**src/dfo_regs.svh**
```systemverilog
// dfo_regs.svh: configuration offsets, field positions and reset values
// assumes: included by the formatter design files and by the bench
`ifndef DFO_REGS_SVH
`define DFO_REGS_SVH

// ************************************************************
// serial configuration frame
// ************************************************************
`define DFO_FRAME_BITS 5'h10
`define DFO_FRAME_LAST 5'h0F
`define DFO_MODE_ADDR 7'h03

// ************************************************************
// mode control register fields
// ************************************************************
`define DFO_CFG_RST 8'h00
`define DFO_MODE_LSB 0
`define DFO_MODE_MSB 1
`define DFO_PHASE_LSB 2
`define DFO_PHASE_MSB 4

// ************************************************************
// strap capture wait, in clock cycles after reset release
// ************************************************************
`define DFO_STRAP_WAIT 2'h3

`endif

```
**src/dfo_pkg.sv**
```systemverilog
// dfo_pkg: types shared by the output formatter files
// assumes: compiled before every other formatter file
`default_nettype none

package dfo_pkg;

    // output pin format
    typedef enum logic [1:0] {
        DFO_FULL_CMOS = 2'b00,
        DFO_DDR_CMOS = 2'b01,
        DFO_DDR_LVDS = 2'b10
    } dfo_mode_t;

    // serial configuration receiver states
    typedef enum logic [0:0] {
        DFO_SPI_IDLE = 1'b0,
        DFO_SPI_SHIFT = 1'b1
    } dfo_spi_st_t;

    // one channel's sample: result word and its range flag
    typedef struct packed {
        logic [15:0] word;
        logic range;
    } dfo_sample_t;

endpackage : dfo_pkg

`default_nettype wire

```
**src/dfo_delay_line.sv**
```systemverilog
// dfo_delay_line: shift register with a selectable tap
// assumes: sel_in from a register on the same clock
`default_nettype none

module dfo_delay_line #(
    parameter int DEPTH = 8,
    parameter int SEL_W = 3
) (
    // clock and reset
    input wire logic clk_in,
    input wire logic rst_n_in,
    // signal and tap select
    input wire logic din_in,
    input wire logic [SEL_W-1:0] sel_in,
    output logic tap_out
);

    logic [DEPTH-2:0] sr_r;
    logic [DEPTH-2:0] sr_nxt;

    // tap 0 is the undelayed input, tap k is k cycles old
    always_comb begin
        sr_nxt = {sr_r[DEPTH-3:0], din_in};
        if (sel_in == '0) begin
            tap_out = din_in;
        end else begin
            tap_out = sr_r[SEL_W'(sel_in - 1'b1)];
        end
    end

    always_ff @(posedge clk_in or negedge rst_n_in) begin
        if (!rst_n_in) begin
            sr_r <= '1;
        end else begin
            sr_r <= sr_nxt;
        end
    end

endmodule : dfo_delay_line

`default_nettype wire

```
**src/dfo_spi_cfg.sv**
```systemverilog
// dfo_spi_cfg: serial write port for the mode control register
// assumes: all inputs already synchronised to clk_in
`include "dfo_regs.svh"
`default_nettype none

module dfo_spi_cfg import dfo_pkg::*; (
    // clock and reset
    input wire logic clk_in,
    input wire logic rst_n_in,
    // serial port, synchronised
    input wire logic cs_n_in,
    input wire logic sck_in,
    input wire logic sdi_in,
    // configuration
    output logic [7:0] cfg_out
);

    dfo_spi_st_t st_r;
    dfo_spi_st_t st_nxt;
    logic [4:0] cnt_r;
    logic [4:0] cnt_nxt;
    logic [15:0] sh_r;
    logic [15:0] sh_nxt;
    logic sck_q_r;
    logic [7:0] cfg_r;
    logic [7:0] cfg_nxt;
    logic sck_rise;

    assign sck_rise = sck_in & ~sck_q_r;
    assign cfg_out = cfg_r;

    // frame: write flag low, 7-bit address, 8-bit data, msb first
    always_comb begin
        st_nxt = st_r;
        cnt_nxt = cnt_r;
        sh_nxt = sh_r;
        cfg_nxt = cfg_r;
        case (st_r)
            DFO_SPI_IDLE: begin
                if (!cs_n_in) begin
                    st_nxt = DFO_SPI_SHIFT;
                    cnt_nxt = 5'h00;
                end
            end
            DFO_SPI_SHIFT: begin
                if (cs_n_in) begin
                    st_nxt = DFO_SPI_IDLE;
                end else if (sck_rise) begin
                    sh_nxt = {sh_r[14:0], sdi_in};
                    cnt_nxt = cnt_r + 5'h01;
                    if (cnt_r == `DFO_FRAME_LAST) begin
                        cnt_nxt = 5'h00;
                        if (sh_nxt[15:8] == {1'b0, `DFO_MODE_ADDR}) begin
                            cfg_nxt = sh_nxt[7:0]; // [RULE13]
                        end
                    end
                end
            end
            default: begin
                st_nxt = DFO_SPI_IDLE;
            end
        endcase
    end

    always_ff @(posedge clk_in or negedge rst_n_in) begin
        if (!rst_n_in) begin
            st_r <= DFO_SPI_IDLE;
            cnt_r <= 5'h00;
            sh_r <= 16'h0000;
            sck_q_r <= 1'b0;
            cfg_r <= `DFO_CFG_RST;
        end else begin
            st_r <= st_nxt;
            cnt_r <= cnt_nxt;
            sh_r <= sh_nxt;
            sck_q_r <= sck_in;
            cfg_r <= cfg_nxt;
        end
    end
endmodule : dfo_spi_cfg

`default_nettype wire

```
**src/dfo_top.sv**
```systemverilog
// dfo_top: dual channel sample output formatter
// assumes: converter core words and encode clock arrive asynchronously
// Contract
// RULE1 - both channels captured on one encode edge, 16-bit word each
// RULE2 - complementary clock output is always the inverse of true clock
// RULE3 - full-rate outputs change with falling edge of forwarded clock
// RULE4 - full-rate: 16 separate pins per channel, bit 15 is msb
// RULE5 - full-rate: channel 1 flag high for out-of-range sample
// RULE6 - full-rate: channel 2 flag high for out-of-range sample
// RULE7 - ddr cmos: two bits per pin, eight pins per channel
// RULE8 - ddr: even bits while clock low, odd bits while high
// RULE9 - ddr lvds: two bits per pair, eight pairs, same phases
// RULE10 - ddr: data changes on both forwarded clock edges
// RULE11 - ddr: merged flag shows channel 2 when low, channel 1 high
// RULE12 - forwarded clock phase delay is configurable
// RULE13 - mode and phase come from serially written mode register
// RULE14 - range flag has the same latency as its data word
// RULE15 - mode from register, or strap pin where ddr cmos is barred
// RULE16 - receiver captures both halves, rebuilds words, splits flags
`include "dfo_regs.svh"
`default_nettype none

module dfo_top import dfo_pkg::*; #(
    parameter int PHASE_DEPTH = 8
) (
    // clock and reset
    input wire logic ref_clk_in,
    input wire logic rst_n_in,
    // converter core
    input wire logic enc_clk_in,
    input wire logic [15:0] conv_ch1_word_in,
    input wire logic conv_ch1_range_in,
    input wire logic [15:0] conv_ch2_word_in,
    input wire logic conv_ch2_range_in,
    // configuration pins
    input wire logic config_style_pin_in,
    input wire logic spi_cs_n_in,
    input wire logic spi_sck_in,
    input wire logic spi_sdi_in,
    // full-rate pins
    output logic [15:0] ch1_word_pins_out,
    output logic [15:0] ch2_word_pins_out,
    output logic ch1_range_flag_out,
    output logic ch2_range_flag_out,
    // double data rate pins
    output logic [7:0] ch1_pair_pins_out,
    output logic [7:0] ch2_pair_pins_out,
    output logic merged_range_flag_out,
    output logic lvds_en_out,
    // forwarded clock
    output logic fwd_clk_true_out,
    output logic fwd_clk_comp_out
);

    localparam int SYNC_W = 39;

    function automatic logic [7:0] even_bits(input logic [15:0] w);
        logic [7:0] r;
        r = 8'h00;
        for (int i = 0; i < 8; i++) begin
            r[i] = w[2*i];
        end
        return r;
    endfunction : even_bits

    function automatic logic [7:0] odd_bits(input logic [15:0] w);
        logic [7:0] r;
        r = 8'h00;
        for (int i = 0; i < 8; i++) begin
            r[i] = w[2*i+1];
        end
        return r;
    endfunction : odd_bits

    // ************************************************************
    // reset release and input synchronisers
    // ************************************************************
    logic rst_s1_r;
    logic rst_n;
    logic [SYNC_W-1:0] sync1_r;
    logic [SYNC_W-1:0] sync2_r;

    always_ff @(posedge ref_clk_in or negedge rst_n_in) begin
        if (!rst_n_in) begin
            rst_s1_r <= 1'b0;
            rst_n <= 1'b0;
        end else begin
            rst_s1_r <= 1'b1;
            rst_n <= rst_s1_r;
        end
    end

    // converter words assumed to hold steady around each encode edge
    always_ff @(posedge ref_clk_in or negedge rst_n) begin
        if (!rst_n) begin
            sync1_r <= '0;
            sync2_r <= '0;
        end else begin
            sync1_r <= {enc_clk_in, conv_ch1_word_in, conv_ch1_range_in,
                conv_ch2_word_in, conv_ch2_range_in, config_style_pin_in,
                spi_cs_n_in, spi_sck_in, spi_sdi_in};
            sync2_r <= sync1_r;
        end
    end

    logic enc_s;
    dfo_sample_t raw1;
    dfo_sample_t raw2;
    logic style_s;
    logic cs_n_s;
    logic sck_s;
    logic sdi_s;
    assign {enc_s, raw1, raw2, style_s, cs_n_s, sck_s, sdi_s} = sync2_r;

    // ************************************************************
    // configuration and mode selection
    // ************************************************************
    logic [7:0] cfg;
    logic [1:0] strap_cnt_r;
    logic [1:0] strap_cnt_nxt;
    logic style_r;
    logic style_nxt;
    dfo_mode_t mode_r;
    dfo_mode_t mode_nxt;
    logic [2:0] phase_r;
    logic [2:0] phase_nxt;

    dfo_spi_cfg u_spi (
        .clk_in(ref_clk_in),
        .rst_n_in(rst_n),
        .cs_n_in(cs_n_s),
        .sck_in(sck_s),
        .sdi_in(sdi_s),
        .cfg_out(cfg)
    );

    // strap sampled once, after the synchroniser has filled
    always_comb begin
        strap_cnt_nxt = strap_cnt_r;
        style_nxt = style_r;
        if (strap_cnt_r != `DFO_STRAP_WAIT) begin
            strap_cnt_nxt = strap_cnt_r + 2'h1;
            if (strap_cnt_nxt == `DFO_STRAP_WAIT) begin
                style_nxt = style_s;
            end
        end
        // pin style: sck level picks the mode, no ddr cmos
        if (style_r) begin
            mode_nxt = sck_s ? DFO_DDR_LVDS : DFO_FULL_CMOS; // [RULE15]
            phase_nxt = 3'h0;
        end else begin
            case (cfg[`DFO_MODE_MSB:`DFO_MODE_LSB]) // [RULE13]
                2'b01: mode_nxt = DFO_DDR_CMOS;
                2'b10: mode_nxt = DFO_DDR_LVDS;
                default: mode_nxt = DFO_FULL_CMOS;
            endcase
            phase_nxt = cfg[`DFO_PHASE_MSB:`DFO_PHASE_LSB];
        end
    end

    always_ff @(posedge ref_clk_in or negedge rst_n) begin
        if (!rst_n) begin
            strap_cnt_r <= 2'h0;
            style_r <= 1'b0;
            mode_r <= DFO_FULL_CMOS;
            phase_r <= 3'h0;
        end else begin
            strap_cnt_r <= strap_cnt_nxt;
            style_r <= style_nxt;
            mode_r <= mode_nxt;
            phase_r <= phase_nxt;
        end
    end

    // ************************************************************
    // sample capture and pin formatting
    // ************************************************************
    logic enc_q_r;
    logic base_r;
    logic base_nxt;
    logic enc_rise;
    dfo_sample_t smp1_r;
    dfo_sample_t smp1_nxt;
    dfo_sample_t smp2_r;
    dfo_sample_t smp2_nxt;
    logic [15:0] w1_nxt;
    logic [15:0] w2_nxt;
    logic f1_nxt;
    logic f2_nxt;
    logic [7:0] p1_nxt;
    logic [7:0] p2_nxt;
    logic mf_nxt;
    logic dly_tap;

    assign enc_rise = enc_s & ~enc_q_r;

    always_comb begin
        // base clock falls on the encode edge that takes a sample
        base_nxt = ~enc_s;
        smp1_nxt = smp1_r;
        smp2_nxt = smp2_r;
        if (enc_rise) begin
            smp1_nxt = raw1; // [RULE1]
            smp2_nxt = raw2; // [RULE1]
        end
        w1_nxt = 16'h0000;
        w2_nxt = 16'h0000;
        f1_nxt = 1'b0;
        f2_nxt = 1'b0;
        p1_nxt = 8'h00;
        p2_nxt = 8'h00;
        mf_nxt = 1'b0;
        if (mode_r == DFO_FULL_CMOS) begin
            w1_nxt = ch1_word_pins_out;
            w2_nxt = ch2_word_pins_out;
            f1_nxt = ch1_range_flag_out;
            f2_nxt = ch2_range_flag_out;
            if (enc_rise) begin
                w1_nxt = smp1_nxt.word; // [RULE3] [RULE4]
                w2_nxt = smp2_nxt.word; // [RULE4]
                f1_nxt = smp1_nxt.range; // [RULE5] [RULE14]
                f2_nxt = smp2_nxt.range; // [RULE6]
            end
        end else begin
            // half the base period per bit, both edges used
            if (base_nxt) begin
                p1_nxt = odd_bits(smp1_nxt.word); // [RULE8] [RULE10]
                p2_nxt = odd_bits(smp2_nxt.word); // [RULE7] [RULE9]
                mf_nxt = smp1_nxt.range; // [RULE11]
            end else begin
                p1_nxt = even_bits(smp1_nxt.word); // [RULE8]
                p2_nxt = even_bits(smp2_nxt.word); // [RULE7] [RULE9]
                mf_nxt = smp2_nxt.range; // [RULE11] [RULE14]
            end
        end
    end

    always_ff @(posedge ref_clk_in or negedge rst_n) begin
        if (!rst_n) begin
            enc_q_r <= 1'b0;
            base_r <= 1'b1;
            smp1_r <= '0;
            smp2_r <= '0;
            ch1_word_pins_out <= 16'h0000;
            ch2_word_pins_out <= 16'h0000;
            ch1_range_flag_out <= 1'b0;
            ch2_range_flag_out <= 1'b0;
            ch1_pair_pins_out <= 8'h00;
            ch2_pair_pins_out <= 8'h00;
            merged_range_flag_out <= 1'b0;
            lvds_en_out <= 1'b0;
            fwd_clk_true_out <= 1'b1;
            fwd_clk_comp_out <= 1'b0;
        end else begin
            enc_q_r <= enc_s;
            base_r <= base_nxt;
            smp1_r <= smp1_nxt;
            smp2_r <= smp2_nxt;
            ch1_word_pins_out <= w1_nxt;
            ch2_word_pins_out <= w2_nxt;
            ch1_range_flag_out <= f1_nxt;
            ch2_range_flag_out <= f2_nxt;
            ch1_pair_pins_out <= p1_nxt;
            ch2_pair_pins_out <= p2_nxt;
            merged_range_flag_out <= mf_nxt;
            lvds_en_out <= (mode_r == DFO_DDR_LVDS); // [RULE9]
            fwd_clk_true_out <= dly_tap;
            fwd_clk_comp_out <= ~dly_tap; // [RULE2]
        end
    end

    // ************************************************************
    // forwarded clock phase delay
    // ************************************************************
    // delay step is one reference period, coarse but glitch free
    dfo_delay_line #(
        .DEPTH(PHASE_DEPTH),
        .SEL_W(3)
    ) u_dly (
        .clk_in(ref_clk_in),
        .rst_n_in(rst_n),
        .din_in(base_nxt),
        .sel_in(phase_r), // [RULE12]
        .tap_out(dly_tap)
    );
endmodule : dfo_top

`default_nettype wire

```
**config.mk**
```make
export PLATFORM = sky130hd
export DESIGN_NAME = dfo_top
export DESIGN_NICKNAME = d
export VERILOG_FILES = /design/src/dfo_pkg.sv /design/src/dfo_delay_line.sv /design/src/dfo_spi_cfg.sv /design/src/dfo_top.sv
export VERILOG_INCLUDE_DIRS = /design/src
export SDC_FILE = /design/constraint.sdc
export NUM_CORES = 1
export LEC_CHECK = 0
export BUFFER_PORTS_ARGS = -buffer_cell sky130_fd_sc_hd__buf_2
export CORE_ASPECT_RATIO = 0.75
export CORE_MARGIN = 2
export CORE_UTILIZATION = 36
export CTS_CLUSTER_DIAMETER = 200
export DETAILED_ROUTE_END_ITERATION = 16
export HOLD_SLACK_MARGIN = 0.06
export PLACE_DENSITY = 0.53
export SYNTH_ARGS = -nofsm -noshare
export SYNTH_HDL_FRONTEND = slang
export SYNTH_SLANG_ARGS = --single-unit
```
**constraint.sdc**
```tcl
create_clock -name ref_clk_in -period 14.4 [get_ports ref_clk_in]
set_input_delay 2.88 -clock ref_clk_in [delete_from_list [all_inputs] [get_ports ref_clk_in]]
set_output_delay 2.88 -clock ref_clk_in [all_outputs]
set_load 0.02 [all_outputs]
```
==> impl_metrics.yaml, run 1 <==
setup_path:
  worstPathRequired_ps: 11520
  critPathBufInv: 1
  critical_path_class: "flop to output port"
  end_kind: "output port"
  start_kind: "flop"
  cp_max_fo: 1
  slowest_stage: "dfstp_2"
  crit_chain: "buf_2"
  cp_data_arrival_time_ps: 1150
  path_delay_family: "flip-flops"
  cpPeakStageDelay_ps: 510
die:
  die_area_sq_um: 21000
  io_pins: 95
  num_rows: 44
  core_area_sq_um: 19400
  die_w_um: 166
  dieHeight_um: 126
  start_util_pct: 36.8
route:
  drt_iter0_drc: 254
  wl_per_cell_um: 14.8
  dr.pass1.iters: 4
  drc: 0
  vias: 4299
  drt-vias-per-instance: 4.61
  ant_nets: 0
  routed_wl_um: 13900
timing:
  relSlewSlack_pct: 30.6
  worst_pin_slew_ps: 1040
  finalClockSkew_ps: 13.4
  finalCritPeriodShare_pct: 28.0
  layout_setup_ws_ps: 10370
  fmax_mhz: 248
  final_hold_viol_count: 0
  setup_viol_count_final: 0
  finalMaxSlewViolations: 0
  rsz0062_at_grt: "false"
  layout_min_cycle_time_ps: 4030
  setup_tns_ps: 0
power_and_ir_drop:
  p_total_mw: 1.30
  vdd_ir_drop_max_v: 0.0000939
  p_leak_nw: 4.32
  power_density_nw_per_um2: 152
synthesis:
  syn-instance-count: 566
  synth_compound_area_share_pct: 5.62
  ys_types: 42
  synth_edf_count: 0
  netlist_area_sq_um: 7130
  synth_xor_area_share_pct: 0.246
  yosysWarnings: 0
  yosysSeqAreaShare_pct: 74.2
  synth_mux_area_share_pct: 4.05
  synth_top_family_by_area: "simple AND/OR/NAND/NOR gates"
  yosys.area_share.simple_pct: 13.1
  synthAdderAreaFrac_pct: 0.878
  synth_nets: 612
  syn_avg_cell_area_sq_um: 12.6
  async_reset_ff_share_pct: 100
  synth_ff_type: "dfrtp_1"
  synth_seq_cells: 211
clock_network:
  clockBufferDepth: 3
  clk_pin_slew_ps: 60
  cts_root_buf: "clkbuf_16"
  post_cts_buffers: 0
  cts_buffers: 22
  cts_tree: "done"
  cts_sinks: 211
  holdBufCountCts: 0
  htree_num_levels: 1
  clock_latency_ps: 500
  cts_resized: 0
hold_path:
  hp-class: "flop to flop"
global_routing:
  gr-usage-met3_pct: 3.36
  grt_max_degree: 85
  antenna_found_initial: 0
  gr-max-usage-layer: "met2"
  grt_usage_pct: 13.9
  use_met2_pct: 21.7
  grt_first_pass_wirelength_um: 23600
  use_met1_pct: 19.5
  grt_pass1_vias: 4495
  grt_overflow: 0
layout:
  drive_gt1_share_pct: 22.5
  layout.cells.non_filler: 933
  fillers: 1803
  area_growth_pct: 20.2
  postLayoutCellArea_sq_um: 8570
  layout.nets: 709
run:
  drv_cap: 0
placed_design:
  hpwl_um: 8270
  dpl_cell_area_sq_um: 7860
  dp_cells: 892
  gp_congestion: 0.698
  post-place-ws_ps: 10870
  port_buffers: 94
run_status:
  status: "completed"
==> power by group <==
group,leakage (nW),switching [mW],internal (mW)
clock network,0.349,0.223,0.332
logic,1.35,0.0548,0.0295
registers,2.61,0.0256,0.634
==> cell families after synthesis <==
| group | Yosys count |
|---|---|
| other | 1 |
| AND/OR/NAND/NOR | 225 |
| flip-flops | 211 |
| multiplexers | 25 |
| XOR/XNOR | 2 |
| adder cells (fa/ha/maj) | 5 |
| buffers and inverters | 31 |
| AO/OA/AOI/OAI | 66 |
==> sequential cells by signal, summed over array words and instances, names as in the netlist, 2 cells and up <==
| name | count |
|---|---|
| ch1_pair_pins_out | 8 |
| sync2_r | 39 |
| ch2_pair_pins_out | 8 |
| u_dly.sr_r | 7 |
| u_spi.cfg_out | 5 |
| phase_r | 3 |
| u_spi.sh_r | 15 |
| ch1_word_pins_out | 16 |
| sync1_r | 39 |
| ch2_word_pins_out | 16 |
| mode_r | 2 |
| u_spi.cnt_r | 5 |
| smp2_r | 17 |
| strap_cnt_r | 2 |
| smp1_r | 17 |
==> final cells by class <==
| class | instances | area, sq um | area share (%) |
|---|---|---|---|
| timing repair buffer | 98 | 500 | 5.84 |
| sequential | 211 | 5300 | 61.8 |
| inverter | 6 | 22.5 | 0.263 |
| clock inverter | 4 | 45.0 | 0.526 |
| multi-input combinational | 324 | 1720 | 20.1 |
| tap | 253 | 317 | 3.70 |
| clock buffer | 36 | 664 | 7.76 |
| antenna | 1 | 2.50 | 0.0292 |
==> cell usage after synthesis (2+ instances only) <==
cell type,instances,area share (%)
nor2b_1,5,0.44
a21oi_1,34,2.4
buf_2,9,0.63
dfrtp_1,203,71
dfstp_2,8,2.9
nand2b_1,2,0.18
buf_1,3,0.16
mux2i_1,18,2.5
ha_1,5,0.88
nand2_1,186,9.8
nor2_1,21,1.1
mux2_4,5,1.1
o21ai_0,5,0.35
inv_1,6,0.32
a22o_1,2,0.25
a211oi_1,17,1.8
clkbuf_1,12,0.63
==> stage by stage <==
stage	hold slack, ps	utilization, %
after floorplan	331	-
after global placement	333	40.5
after detailed placement	335	40.5
after CTS	343	44.2
after global routing	350	44.2
final	341	44.2
==> layout by cell type, fill, tap and decap left out, types with 2 or more instances in the layout <==
master,instances
nor2_1,19
a21oi_1,34
clkbuf_8,4
nor2b_1,5
clkbuf_16,23
mux2_4,5
buf_4,4
a22o_1,2
dfrtp_1,201
clkinv_2,3
clkbuf_1,9
buf_2,94
a211oi_1,17
dfstp_2,8
nand2_1,186
inv_1,6
ha_1,5
o21ai_0,5
mux2i_1,18
==> metal layers <==
layer | part of all wire [%] | vias to the layer above | wire length [um]
met5 | 0 | - | 0
met4 | 2.6 | 0 | 363
met3 | 5.1 | 30 | 705
met2 | 45 | 81 | 6250
met1 | 47 | 2143 | 6530
li1 | - | 2045 | -
==> worst paths after layout <==
| check | from | endpoint | slack, ps | cells past startpoint |
|---|---|---|---|---|
| setup / recovery | fwd_clk_true_out | fwd_clk_true_out | 10370 | 1 |
| hold / removal | sync1_r[33] | sync2_r[33] | 340 | 0 |
| setup reg to reg | sync2_r[38] | ch1_word_pins_out[15] | 11930 | 4 |
| hold reg to reg | sync1_r[33] | sync2_r[33] | 340 | 0 |
| max in group asynchronous | rst_n_in | rst_n | 12140 | 1 |
| min in group asynchronous | rst_n | sync1_r[23] | 510 | 0 |
Power figures use the tool's default switching activity.
==> run 2, diff against run 1 <==
--- a/config.mk
+++ b/config.mk
@@ -13,7 +13,7 @@
 export CTS_CLUSTER_DIAMETER = 200
 export DETAILED_ROUTE_END_ITERATION = 16
 export HOLD_SLACK_MARGIN = 0.06
-export PLACE_DENSITY = 0.53
+export PLACE_DENSITY = 0.55
 export SYNTH_ARGS = -nofsm -noshare
 export SYNTH_HDL_FRONTEND = slang
 export SYNTH_SLANG_ARGS = --single-unit
==> constraint.sdc (replaced) <==
create_clock -name ref_clk_in -period 3.5 [get_ports ref_clk_in]
set_input_delay 0.7 -clock ref_clk_in [delete_from_list [all_inputs] [get_ports ref_clk_in]]
set_output_delay 0.7 -clock ref_clk_in [all_outputs]
set_load 0.02 [all_outputs]
==> impl_metrics.yaml, run 2 (same netlist as run 1, synthesis figures left out) <==
layout:
  reg_top3: "sync1_r (39), sync2_r (39)"
  postLayoutCoreUtil_pct: 43.9
  fillers: 1835
  area_growth_pct: 19.4
  layout_commonest_cell: "dfrtp_1"
  layout.cells.non_filler: 931
  layout.nets: 710
  seqCellArea_sq_um: 5300
  antenna_cells: 0
  multi_input_area_sq_um: 1720
  final_cell_mix: "dfrtp_1, nand2_1, buf_2"
  postLayoutCellArea_sq_um: 8510
  drive_gt1_share_pct: 22.1
timing:
  finalMaxSlewViolations: 0
  layout_min_cycle_time_ps: 2220
  setup_viol_count_final: 0
  finalCritPeriodShare_pct: 63.4
  final_hold_viol_count: 0
  rsz0062_at_grt: "false"
  relSlewSlack_pct: 37.5
  worst_pin_slew_ps: 937
  fmax_mhz: 450
  setup_tns_ps: 0
  finalClockSkew_ps: 4.96
placed_design:
  port_buffers: 94
  gp_congestion: 0.712
  hpwl_um: 8480
  dp_cells: 893
  dpl_cell_area_sq_um: 7880
route:
  routed_wl_um: 13400
  ant_nets: 0
  drc: 0
  vias: 4266
  wl_per_cell_um: 14.4
  drt_iter0_drc: 221
  dr.pass1.iters: 4
  drt-vias-per-instance: 4.58
setup_path:
  end_kind: "flop"
  cpPeakStageDelay_ps: 840
  start_kind: "flop"
  cp_max_fo: 39
  critPathBufInv: 1
  critical_path_class: "flop to flop"
  path_delay_family: "simple AND/OR/NAND/NOR gates"
  cp.depth: 4
  reg2reg_depth: 4
  worstPathRequired_ps: 3900
  cp_data_arrival_time_ps: 2620
  crit_chain: "inv_1 -> nor2_4 -> nand2_1 -> a21oi_1"
  slowest_stage: "dfrtp_2"
global_routing:
  grt_pass1_vias: 4312
  antenna_found_initial: 0
  grt_overflow: 0
  grt_max_degree: 98
  grt_first_pass_wirelength_um: 22400
  grt_usage_pct: 13.2
power_and_ir_drop:
  power_frac_comb_pct: 6.9
  p_seq_share_pct: 52.9
  p_clk_share_pct: 40.2
  power_density_nw_per_um2: 603
  p_leak_nw: 4.29
  vdd_ir_drop_max_v: 0.000340
  swShare_pct: 23.4
  p_switching_mw: 1.20
  p_total_mw: 5.13
  p_int_mw: 3.93
clock_network:
  htree_num_levels: 1
  post_cts_buffers: 0
  cts_resized: 0
  cts_tree: "done"
  clockBufferDepth: 3
  cts_buffers: 21
  cts_root_buf: "clkbuf_16"
  clock_latency_ps: 480
  holdBufCountCts: 1
  clk_pin_slew_ps: 60
  cts_sinks: 211
die:
  dieHeight_um: 126
  core_area_sq_um: 19400
  start_util_pct: 36.8
  io_pins: 95
  die_area_sq_um: 21000
  die_w_um: 166
  num_rows: 44
run:
  drv_cap: 0
run_status:
  status: "completed"
hold_path:
  hp-class: "flop to asynchronous set/reset pin"
## run 2: cell types whose count changed in the layout (fill, tap and decap cells not counted)
cell,change
clkbuf_1,+1
dlygate4sd3_1,+1
diode_2,-1
bufinv_16,-1
clkinv_2,-1
buf_12,+1
clkbuf_16,-2
## run 2: metal layers
layer,GRT usage (%),part of all wire [%]
met1,18.7,47
met2,20.6,46
met3,2.80,4.1
met4,4.11,2.7
met5,0,0
## run 2: path summary, 6_finish.rpt
kind,start,slack [ps],endpoint
hold reg to reg,rst_n,300,sync1_r[23]
hold / removal,rst_n,300,sync1_r[23]
max in group asynchronous,rst_n,2270,u_dly.sr_r[4]
setup reg to reg,sync2_r[38],1280,ch2_word_pins_out[7]
setup / recovery,sync2_r[38],1280,ch2_word_pins_out[7]
min in group ref_clk_in,conv_ch2_word_in[9],320,sync1_r[14]
## run 2: cell type report
class | instances | area share, %
multi-input cells | 324 | 20.2
inverters | 6 | 0.265
well taps | 253 | 3.72
clock buffers | 35 | 7.26
flip-flops and latches | 211 | 62.2
clock inverters | 2 | 0.118
repair buffers | 100 | 6.23
## run 2: through the flow
step | hold WS (ps) | setup WS, ps
2_1_floorplan | 331 | 34.6
3_3_place_gp | 307 | 1340
3_5_place_dp | 318 | 1260
4_1_cts | 301 | 1250
5_1_grt | 304 | 1040
6_report | 298 | 1280
## run 2: power groups by stage
stage                     logic [mW]  registers [mW]  clock network (mW)
after floorplan                0.159            2.81                   0
after global placement         0.354            2.75                   0
after detailed placement       0.363            2.76                   0
after CTS                      0.365            2.72                2.12
after global routing           0.403            2.73                2.23
final                          0.356            2.71                2.06
==> run 3, diff against run 2 <==
--- a/config.mk
+++ b/config.mk
@@ -6,6 +6,7 @@
 export SDC_FILE = /design/constraint.sdc
 export NUM_CORES = 1
 export LEC_CHECK = 0
+export ABC_AREA = 1
 export BUFFER_PORTS_ARGS = -buffer_cell sky130_fd_sc_hd__buf_2
 export CORE_ASPECT_RATIO = 0.75
 export CORE_MARGIN = 2
==> constraint.sdc (replaced) <==
create_clock -name ref_clk_in -period 1.9 [get_ports ref_clk_in]
set_input_delay 0.38 -clock ref_clk_in [delete_from_list [all_inputs] [get_ports ref_clk_in]]
set_output_delay 0.38 -clock ref_clk_in [all_outputs]
set_load 0.02 [all_outputs]
==> impl_metrics.yaml, run 3 <==
clock_network:
  cts_tree: "done"
  clk_pin_slew_ps: 60
  clockBufferDepth: 3
  clock_latency_ps: 480
  cts_sinks: 211
  cts_root_buf: "clkbuf_16"
  htree_num_levels: 1
  cts_buffers: 21
placed_design:
  gp_congestion: 0.740
  port_buffers: 94
  post-place-ws_ps: 473
  dpl_cell_area_sq_um: 7870
  hpwl_um: 8790
synthesis:
  synth_area_leader_cell: "dfrtp_1"
  yosysWarnings: 0
  synth_ff_type: "dfrtp_1"
  syn_avg_cell_area_sq_um: 11.6
  synthTopCellsByArea: "dfrtp_1, nand2_1, a21oi_1"
  netlist_top_cells_count: "dfrtp_1, nand2_1, inv_1, a21oi_1, o21ai_0"
  synth_top_area_share_pct: 72.3
  syn-instance-count: 603
  synth_edf_count: 0
  yosysSeqAreaShare_pct: 75.3
  ys_types: 26
  synth.most_common_cell: "dfrtp_1"
  netlist_area_sq_um: 7020
  async_reset_ff_share_pct: 100
  synth_nets: 649
  synth_seq_cells: 211
layout:
  multi_input_area_sq_um: 1400
  layout_commonest_cell: "dfrtp_1"
  postLayoutCellArea_sq_um: 8940
  antenna_cells: 0
  postLayoutCoreUtil_pct: 46.6
  layout.nets: 800
  area_growth_pct: 27.4
  reg_top3: "sync1_r (39), sync2_r (39)"
  final_cell_mix: "dfrtp_1, nand2_1, buf_2"
  fillers: 1727
  seqCellArea_sq_um: 5290
  drive_gt1_share_pct: 20.3
setup_path:
  cpPeakStageDelay_ps: 510
  end_kind: "output port"
  slowest_stage: "dfstp_2"
  path_delay_family: "flip-flops"
  crit_chain: "buf_2"
  critPathBufInv: 1
  start_kind: "flop"
  cp_max_fo: 1
  critical_path_class: "flop to output port"
  worstPathRequired_ps: 1520
  cp_data_arrival_time_ps: 1150
timing:
  setup_viol_count_final: 0
  rsz0062_at_grt: "false"
  layout_min_cycle_time_ps: 1530
  setup_tns_ps: 0
  finalMaxSlewViolations: 0
  worst_pin_slew_ps: 713
  relSlewSlack_pct: 52.4
  fmax_mhz: 656
  final_hold_viol_count: 0
  layout_setup_ws_ps: 375
  finalCritPeriodShare_pct: 80.3
  finalClockSkew_ps: 12.1
die:
  io_pins: 95
  core_area_sq_um: 19200
  num_rows: 44
  start_util_pct: 36.5
  die_w_um: 165
  dieHeight_um: 125
  die_area_sq_um: 20600
route:
  drt-vias-per-instance: 4.39
  vias: 4481
  dr.pass1.iters: 6
  ant_nets: 0
  drc: 0
  wl_per_cell_um: 13.6
  drt_iter0_drc: 255
  routed_wl_um: 13800
power_and_ir_drop:
  p_total_mw: 9.67
  p_leak_nw: 4.59
  power_density_nw_per_um2: 1080
  vdd_ir_drop_max_v: 0.000642
global_routing:
  antenna_found_initial: 0
  grt_pass1_vias: 4604
  grt_first_pass_wirelength_um: 23400
  grt_max_degree: 64
  grt_overflow: 0
  grt_usage_pct: 14.1
hold_path:
  hp-class: "flop to asynchronous set/reset pin"
run:
  drv_cap: 0
run_status:
  status: "completed"
## run 3: changes by cell type after synthesis, moves of 10 or more
cell,change
o21ai_1,+17
nand2_1,-18
a21oi_1,+19
mux2i_1,-18
inv_1,+51
a211oi_1,-17
o21ai_0,+25
nand3_1,+14
clkbuf_1,-10
## run 3: report_power, final
group | switching (mW) | internal, mW
clock network | 1.61 | 2.37
registers | 0.130 | 4.80
logic | 0.477 | 0.277
## run 3: path summary, 6_finish.rpt
path                                        from               end  slack, ps  cells after the start
worst min register to register             rst_n         smp2_r[1]        180                      0
worst max-delay path            fwd_clk_true_out  fwd_clk_true_out        370                      1
worst min-delay path                       rst_n         smp2_r[1]        180                      0
worst max register to register        phase_r[0]  fwd_clk_comp_out        450                      8
max in group asynchronous                  rst_n     u_dly.sr_r[6]       1070                      1
min in group ref_clk_in              sync1_r[33]       sync2_r[33]        350                      0
## run 3: what timing repair did
| action | in CTS | in global routing |
|---|---|---|
| resized for setup | 0 | 0 |
| buffers inserted | 0 | 0 |
| hold buffers | 40 | 0 |
| hold endpoints to repair | 41 | 0 |
## run 3: cell families (layout without fill, tap and decap cells)
family / count (synthesis) / after routing / synth area share, %
DFF: 211 / 211 / 75.3
and+or+nand+nor: 202 / 202 / 11.3
AOI/OAI and AO/OA: 102 / 102 / 7.36
buffers and inverters: 80 / 244 / 4.78
adders and majority gates: 5 / 5 / 0.891
xor gates and xnor gates: 2 / 2 / 0.250
other: 1 / 1 / 0.0534
## run 3: final cells by class
class	instances	area share (%)
Sequential cell	211	59.2
Multi-Input combinational cell	312	15.6
Timing Repair Buffer	147	11.5
Clock buffer	33	7.39
Tap cell	253	3.54
Inverter	61	2.56
Clock inverter	3	0.196
## run 3: layer usage
metal | up-vias | routed length [um] | global-route usage, %
met4 | 0 | 331 | 3.84
li1 | 2187 | - | -
met2 | 112 | 6210 | 21.7
met1 | 2156 | 6680 | 20.7
met3 | 26 | 623 | 2.72
met5 | - | 0 | 0
## run 3: metrics by stage
stage	std cells	hold WS, ps
after floorplan	603	84.4
after global placement	944	166
after detailed placement	944	169
after CTS	1020	181
after global routing	1020	194
final	1020	184
